<file path="config.mk">
export PLATFORM = sky130hd
export DESIGN_NAME = power_good_strap_latch
export DESIGN_NICKNAME = d
export VERILOG_FILES = /design/src/core/strap_pkg.sv /design/src/core/strap_sync.sv /design/src/core/power_good_strap_latch.sv
export SDC_FILE = /design/constraint.sdc
export NUM_CORES = 1
export LEC_CHECK = 0
export ABC_AREA = 1
export BUFFER_PORTS_ARGS = -buffer_cell sky130_fd_sc_hd__buf_4
export CORE_AREA = 2 2 39 41
export DETAILED_ROUTE_END_ITERATION = 12
export DIE_AREA = 0 0 41 43
export GPL_TIMING_DRIVEN = 0
export HOLD_SLACK_MARGIN = 0.08
export PLACE_DENSITY_LB_ADDON = 0.2
export SLEW_MARGIN = 20
export SYNTH_ARGS = -nofsm -noshare
export SYNTH_HDL_FRONTEND = slang
export SYNTH_HIERARCHICAL = 1
export SYNTH_SLANG_ARGS = --single-unit
</file>
<file path="constraint.sdc">
create_clock -name clk -period 2.9 [get_ports clk]
set_clock_uncertainty 0.2 [all_clocks]
set_input_delay 0.58 -clock clk [delete_from_list [all_inputs] [get_ports clk]]
set_output_delay 0.58 -clock clk [all_outputs]
set_load 0.01 [all_outputs]
</file>
<file path="src/core/strap_pkg.sv">
// Package with strap indices, reset values and the strap bundle type.
package strap_pkg;

  // Number of functional straps caught at power-good.
  localparam int unsigned STRAP_COUNT = 3;

  // Bit position of each strap in the pin vector.
  localparam int unsigned SEC_OVR_BIT = 0;
  localparam int unsigned PORT_B_BIT = 1;
  localparam int unsigned PORT_C_BIT = 2;

  // Default of every strap: the weak pull-down makes it read as zero.
  localparam logic [2:0] STRAP_RESET = 3'h0;

  // Reset state of the pull-down enables: all on, so straps read zero.
  localparam logic [2:0] PULLDOWN_RESET = 3'h7;

  // Latched strap values as handed to the chipset logic.
  typedef struct packed {
    logic port_c_detected;
    logic port_b_detected;
    logic security_override;
  } strap_val_t;

  // Management engine control derived from the straps.
  typedef struct packed {
    logic halt_after_bringup;
    logic runtime_disable;
  } engine_ctl_t;

endpackage

</file>
<file path="src/core/strap_sync.sv">
// Two flip-flop synchroniser for a vector of pin levels.
module strap_sync #(
  parameter int unsigned WIDTH = 1
) (
  input wire logic clk,
  input wire logic srst,
  input wire logic [WIDTH-1:0] async_in,
  output logic [WIDTH-1:0] sync_out
);

  logic [WIDTH-1:0] meta_q;

  // Refuse a vector with no bits when the design is elaborated.
  if (WIDTH < 1) begin : g_width_check
    $error("strap_sync needs WIDTH of at least one.");
  end

  // The first stage is read only by the second stage.
  always_ff @(posedge clk) begin
    if (srst) begin
      meta_q <= '0;
      sync_out <= '0;
    end else begin
      meta_q <= async_in;
      sync_out <= meta_q;
    end
  end

endmodule

</file>
<file path="src/core/power_good_strap_latch.sv">
// Power-good strap latch for descriptor override and display detection.
// Function
// - Latch security override strap at power-good rise.
// - Override high halts engine, disables runtime features.
// - Latch port B detect strap at power-good rise.
// - Latch port C detect strap at power-good rise.
// - Pull-downs enabled during reset and while power-good low.
module power_good_strap_latch (
  input wire logic clk,
  input wire logic srst,
  input wire logic primary_power_good,
  input wire logic audio_serial_out_pin,
  input wire logic port_b_control_data_pin,
  input wire logic port_c_control_data_pin,
  output logic [strap_pkg::STRAP_COUNT-1:0] pulldown_en,
  output strap_pkg::strap_val_t straps,
  output strap_pkg::engine_ctl_t management_engine,
  output logic straps_valid
);
  import strap_pkg::*;

  localparam int unsigned SYNC_W = STRAP_COUNT + 1;

  // The bundle has one field per strap, so any other count cannot be
  // served without reworking the struct as well.
  if ($bits(strap_val_t) != STRAP_COUNT) begin : g_count_check
    $error("Strap count does not match the strap bundle.");
  end

  logic [SYNC_W-1:0] raw_in;
  logic [SYNC_W-1:0] sync_in;
  logic pwrok_s;
  logic pwrok_prev_q;
  logic pwrok_rise;
  logic [STRAP_COUNT-1:0] pins_s;
  strap_val_t straps_q;
  logic valid_q;
  logic [STRAP_COUNT-1:0] pd_q;

  //////////////////////////////////////////////////////////////////////////
  // Pin synchronisation.

  // Power-good and straps share one synchroniser so they stay aligned.
  assign raw_in[SEC_OVR_BIT] = audio_serial_out_pin;
  assign raw_in[PORT_B_BIT] = port_b_control_data_pin;
  assign raw_in[PORT_C_BIT] = port_c_control_data_pin;
  assign raw_in[STRAP_COUNT] = primary_power_good;

  strap_sync #(
    .WIDTH(SYNC_W)
  ) u_sync (
    .clk(clk),
    .srst(srst),
    .async_in(raw_in),
    .sync_out(sync_in)
  );

  assign pwrok_s = sync_in[STRAP_COUNT];
  assign pins_s = sync_in[STRAP_COUNT-1:0];

  //////////////////////////////////////////////////////////////////////////
  // Power-good edge detection.

  // Previous level is kept low at reset, so a high level after reset
  // counts as a rise and the straps are still caught.
  always_ff @(posedge clk) begin
    if (srst) begin
      pwrok_prev_q <= 1'b0;
    end else begin
      pwrok_prev_q <= pwrok_s;
    end
  end

  assign pwrok_rise = pwrok_s & ~pwrok_prev_q;

  //////////////////////////////////////////////////////////////////////////
  // Strap capture.

  // Values change only on a rise, so later pin toggling is ignored.
  always_ff @(posedge clk) begin
    if (srst) begin
      straps_q <= strap_val_t'(STRAP_RESET);
    end else if (pwrok_rise) begin
      straps_q.security_override <= pins_s[SEC_OVR_BIT];
      straps_q.port_b_detected <= pins_s[PORT_B_BIT];
      straps_q.port_c_detected <= pins_s[PORT_C_BIT];
    end
  end

  // Valid marks that at least one capture happened since reset.
  always_ff @(posedge clk) begin
    if (srst) begin
      valid_q <= 1'b0;
    end else if (pwrok_rise) begin
      valid_q <= 1'b1;
    end
  end

  //////////////////////////////////////////////////////////////////////////
  // Pull-down control.

  // Enabled while synchronised power-good is low; the strap is sampled
  // on the same edge the pull-down turns off, so it still sees its
  // default. The board is trusted to pull the override up only in a
  // debug setup, so no lockout is provided.
  always_ff @(posedge clk) begin
    if (srst) begin
      pd_q <= PULLDOWN_RESET;
    end else begin
      pd_q <= {STRAP_COUNT{~pwrok_s}};
    end
  end

  assign pulldown_en = pd_q;
  assign straps = straps_q;
  assign straps_valid = valid_q;

  // A latched override is a debug mode: halt and disable the engine.
  assign management_engine.halt_after_bringup =
    straps_q.security_override;
  assign management_engine.runtime_disable =
    straps_q.security_override;
endmodule

</file>
==> impl_metrics.yaml, run 1 <==
status:
  outcome: "finished, final reports clean"
setup_path:
  arrival_ns: 0.87
  endpoint_kind: "output port"
  cp_max_fo: 4
  cp_data_required_time_ns: 2.12
  critPathLaunchType: "register"
  path_class: "register to output port"
floorplan:
  die_area_sq_um: 1760
  start_util_pct: 34.3
  boundaryPins: 15
  row_count: 14
  dieHeight_um: 43
  coreArea_sq_um: 1380
  die_x_um: 41
placed_design:
  gp_congestion: 0.582
  dpl_worst_slack_ns: 1.55
  io_buffers: 14
  hpwl_um: 485
detailed_routing:
  viasPerCell: 3.79
  vias: 349
  postRouteAntennaNets: 0
  drc: 0
  drt-initial-drc-count: 3
  first_pass_iters: 3
  route.detailed.wl_per_inst_um: 6.97
  drt_wl_total_um: 641
cells_and_area:
  antenna_cells: 0
  drive_above_1_share_pct: 32.9
  ff_latch_area_sq_um: 280
  fin_nets: 83
  area_delta_synth_final_pct: 34.0
  multiInputGateArea_sq_um: 96.3
  fill_cells: 151
  final_cell_mix: "buf_4, nor2_1, inv_1, dfxtp_1"
  final_common_cell: "buf_4"
timing:
  setup_viol: 0
  hold_viol_final: 0
  slew_viol_final: 0
  finalSetupTns_ns: 0
  worst_pin_slew_ns: 0.161
  maxSlewHeadroom_pct: 89.2
  fmax_ghz: 0.604
  fin_crit_sh_pct: 57.0
  period_needed_ns: 1.65
  grt_setup_unrepaired: "false"
  setup_slack_ns: 1.25
cts:
  hold_buffers: 0
  cts_sinks: 14
  cts-resized-gates: 0
  clk_pin_slew_ns: 0.09
  htreeDepth: 1
  cts_root_buffer: "clkbuf_4"
  cts_setup_buffers: 0
  cts_buffers: 3
  clock_path_buffers: 2
  cts_tree: "built"
  clock_latency_ns: 0.28
global_route:
  antenna_found_initial: 0
  overflow: 0
  grt_pass1_wl_um: 1180
  grt_use_total_pct: 10.5
  grt_start_max_net_pins: 9
  grt_pass1_vias: 301
pwr:
  vdd_drop_max_uv: 246
  powerDensity_nw_per_um2: 591
  leakage_nw: 0.323
synthesis:
  syn-num-nets: 64
  yosysSeqAreaShare_pct: 59.1
  synthDistinctLibCells: 9
  yosys_warnings: 6
  syn-cell-area_sq_um: 474
  postSynthAreaPerCell_sq_um: 8.18
  synthCells: 58
  synth-seq-cells: 14
run:
  max_cap_viol_count: 0
worst_hold_path:
  hold_class: "register to register"
[routing by layer]
metal	up-vias	track usage [%]	share of wire, %
met3	2	3.14	8.1
met1	144	11.6	42
met2	11	15.0	49
met5	-	0	0
li1	192	-	-
met4	0	10.0	0.62
[layout make-up]
type / instances / share of cell area (%)
plain buffers: 5 / 6.50
clock buffers: 4 / 5.71
inverters: 15 / 8.86
multi-input cells: 24 / 15.2
flip-flops and latches: 14 / 44.1
well taps: 16 / 3.15
repair buffers: 14 / 16.5
[flip-flops by register name (all words and copies together) (netlist names)]
register           flops
pulldown_en            1
straps                 2
straps_valid           1
pwrok_prev_q           1
management_engine      1
u_sync/meta_q          4
u_sync/sync_out        4
[through the flow]
stage | std cells | hold slack [ns] | power [mW] | cell area, sq um | util, %
global placement | 88 | 0.190 | 0.243 | 599 | 43.3
floorplan | 58 | 0.188 | 0.228 | 474 | -
detailed placement | 88 | 0.192 | 0.244 | 599 | 43.3
global route | 92 | 0.222 | 0.396 | 636 | 45.9
finish | 92 | 0.206 | 0.376 | 636 | 45.9
CTS | 92 | 0.204 | 0.383 | 636 | 45.9
[cell usage after synthesis]
cell type,n,area [sq um]
inv_1,14,52.6
inv_2,1,3.75
nand2_1,3,11.3
nor2_1,17,63.8
nand3_1,3,15.0
dfxtp_1,14,280
buf_4,4,30.0
nor2_2,1,6.26
buf_6,1,11.3
[logic make-up (layout without fill, tap and decap cells)]
family                 count (synthesis)  after routing  synth area share [%]
and+or+nand+nor                       24             24                  20.3
DFF                                   14             14                  59.1
buffers and inverters                 20             38                  20.6
[path summary, 6_finish.rpt]
| path | cells after the start | from | slack, ns | endpoint |
|---|---|---|---|---|
| setup / recovery | 2 | management_engine[0]$_SDFFE_PP0P_ | 1.25 | management_engine[1] |
| hold / removal | 2 | u_sync/meta_q[0]$_SDFF_PP0_ | 0.21 | u_sync/sync_out[0]$_SDFF_PP0_ |
| setup reg to reg | 4 | u_sync/sync_out[3]$_SDFF_PP0_ | 1.92 | straps[1]$_SDFFE_PP0P_ |
| hold reg to reg | 2 | u_sync/meta_q[0]$_SDFF_PP0_ | 0.21 | u_sync/sync_out[0]$_SDFF_PP0_ |
[power breakdown]
| part | switching [mW] | leakage [nW] | internal [mW] | total [mW] |
|---|---|---|---|---|
| Combinational | 0.0145 | 0.186 | 0.0192 | 0.0337 |
| Sequential | 0.00363 | 0.115 | 0.201 | 0.204 |
| Clock | 0.0615 | 0.0210 | 0.0763 | 0.138 |
| Total | 0.0796 | 0.323 | 0.296 | 0.376 |
[critical path: stages, from the launching register on]
cell	delay, ns
dfxtp_1	0.34
buf_4	0.13
buf_4	0.13
(Power assumes the default switching activity.)
==> run 2, diff against run 1 <==
Settings changed: ABC_AREA 1 to 0.
Clock period 2.9 ns to 1.7 ns, I/O delays scaled along.
==> impl_metrics.yaml, run 2 <==
setup_path:
  path_class: "register to output port"
  cp_data_required_time_ns: 1.16
  critPathLaunchType: "register"
  endpoint_kind: "output port"
  arrival_ns: 0.87
  cp_max_fo: 4
synthesis:
  synth_area_leader_cell: "dfxtp_1"
  synth_ff_type: "dfxtp_1"
  syn-num-nets: 45
  synth.most_common_cell: "dfxtp_1"
  synthCells: 39
  synthTopCellsByArea: "dfxtp_1, nor2b_1, nand4bb_1"
  synthDistinctLibCells: 9
  synth-edff-count: 0
  yosys_warnings: 6
  yosysSeqAreaShare_pct: 60.7
  synth_commonest_cells: "dfxtp_1, nor2b_1, buf_4, nand2b_1"
  syn-cell-area_sq_um: 462
  synth_top_area_share_pct: 60.7
  synth-seq-cells: 14
  postSynthAreaPerCell_sq_um: 11.8
  async_flop_share_pct: 0
worst_hold_path:
  hold_class: "input port to register"
timing:
  hold_viol_final: 0
  period_needed_ns: 1.41
  slew_viol_final: 0
  maxSlewHeadroom_pct: 89.3
  setup_slack_ns: 0.287
  grt_setup_unrepaired: "false"
  setup_viol: 0
  worst_pin_slew_ns: 0.161
  finalSetupTns_ns: 0
  fin_crit_sh_pct: 83.1
  fmax_ghz: 0.708
floorplan:
  die_area_sq_um: 1760
  boundaryPins: 15
  die_x_um: 41
  dieHeight_um: 43
  row_count: 14
  coreArea_sq_um: 1380
  start_util_pct: 33.4
cells_and_area:
  final_cell_mix: "buf_4, dfxtp_1, nor2b_1"
  multiInputGateArea_sq_um: 148
  area_delta_synth_final_pct: 43.6
  fin_nets: 68
  fill_cells: 135
  fin_cells: 77
  final_common_cell: "buf_4"
  drive_above_1_share_pct: 37.7
  ff_latch_area_sq_um: 280
  antenna_cells: 0
pwr:
  intPower_mw: 0.501
  leakage_nw: 0.301
  powerDensity_nw_per_um2: 928
  vdd_drop_max_uv: 549
  combPwrFrac_pct: 7.3
  switchingPower_mw: 0.115
  sequentialPowerShare_pct: 55.9
  p_clk_share_pct: 36.8
  sw_frac_of_total_pct: 18.7
placed_design:
  dpl_worst_slack_ns: 0.571
  gp_congestion: 0.566
  hpwl_um: 416
  placed_cells: 69
  io_buffers: 14
global_route:
  grt_pass1_wl_um: 1040
  grt_start_max_net_pins: 17
  grt_use_total_pct: 9.38
  overflow: 0
  antenna_found_initial: 0
  grt_pass1_vias: 287
run:
  max_cap_viol_count: 0
cts:
  clock_path_buffers: 2
  htreeDepth: 1
  clock_latency_ns: 0.27
  cts_setup_buffers: 0
  cts_sinks: 14
  cts-resized-gates: 0
  cts_tree: "built"
  clk_pin_slew_ns: 0.08
  cts_buffers: 3
  hold_buffers: 4
  cts_root_buffer: "clkbuf_4"
detailed_routing:
  drt_wl_total_um: 602
  drc: 0
  postRouteAntennaNets: 0
  first_pass_iters: 2
  route.detailed.wl_per_inst_um: 7.82
  vias: 321
  viasPerCell: 4.17
  drt-initial-drc-count: 2
status:
  outcome: "finished, final reports clean"
## run 2: changes by cell type after synthesis, moves of 4 or more
cell / before / now
nand2b_1: 0 / 4
nor2b_1: 0 / 8
inv_1: 14 / 1
nor2_1: 17 / 0
## run 2: final timing paths
| kind | slack, ns | end | cells after the start | startpoint |
|---|---|---|---|---|
| max | 0.29 | straps[0] | 2 | management_engine[0]$_SDFFE_PP0P_ |
| min | 0.13 | u_sync/meta_q[1]$_SDFF_PP0_ | 2 | srst |
| max reg2reg | 0.71 | straps[2]$_SDFFE_PP0P_ | 2 | u_sync/sync_out[3]$_SDFF_PP0_ |
| min reg2reg | 0.24 | u_sync/sync_out[0]$_SDFF_PP0_ | 1 | u_sync/meta_q[0]$_SDFF_PP0_ |
## run 2: kinds of logic after synthesis
logic type | synth area share [%]
flip-flops | 60.7
buffers and inverters | 7.32
AND/OR/NAND/NOR | 26.6
AO/OA/AOI/OAI | 5.42
## run 2: area by class of cell
class / instances / share of cell area (%)
sequential: 14 / 42.3
multi-input combinational: 20 / 22.3
timing repair buffer: 18 / 21.9
clock buffer: 4 / 5.47
buffer: 4 / 4.53
tap: 16 / 3.02
inverter: 1 / 0.566
## run 2: power groups by stage
stage / logic, mW / clock network [mW] / registers (mW)
CTS: 0.0453 / 0.236 / 0.345
global route: 0.0488 / 0.263 / 0.346
global placement: 0.0376 / 0 / 0.352
floorplan: 0.0167 / 0 / 0.353
finish: 0.0447 / 0.227 / 0.344
detailed placement: 0.0382 / 0 / 0.352
## run 2: critical path, cell delays in order, from the launching register on
cell and delay [ns]:
dfxtp_1 0.38, buf_4 0.12, buf_4 0.10
## run 2: layer usage
layer  wire, um  track usage [%]  up-vias
met2        265             13.8       14
li1           -                -      166
met1        270             8.17      139
met3         60             7.85        2
met5          0                0        -
met4          5             6.00        0
## run 2: stage by stage
| stage | util (%) | hold WS [ns] | instance area, sq um | power, mW |
|---|---|---|---|---|
| CTS | 47.9 | 0.129 | 663 | 0.626 |
| detailed placement | 42.4 | 0.220 | 587 | 0.391 |
| finish | 47.9 | 0.132 | 663 | 0.616 |
| floorplan | - | 0.212 | 462 | 0.370 |
| global placement | 42.4 | 0.218 | 587 | 0.390 |
| global route | 47.9 | 0.121 | 663 | 0.658 |
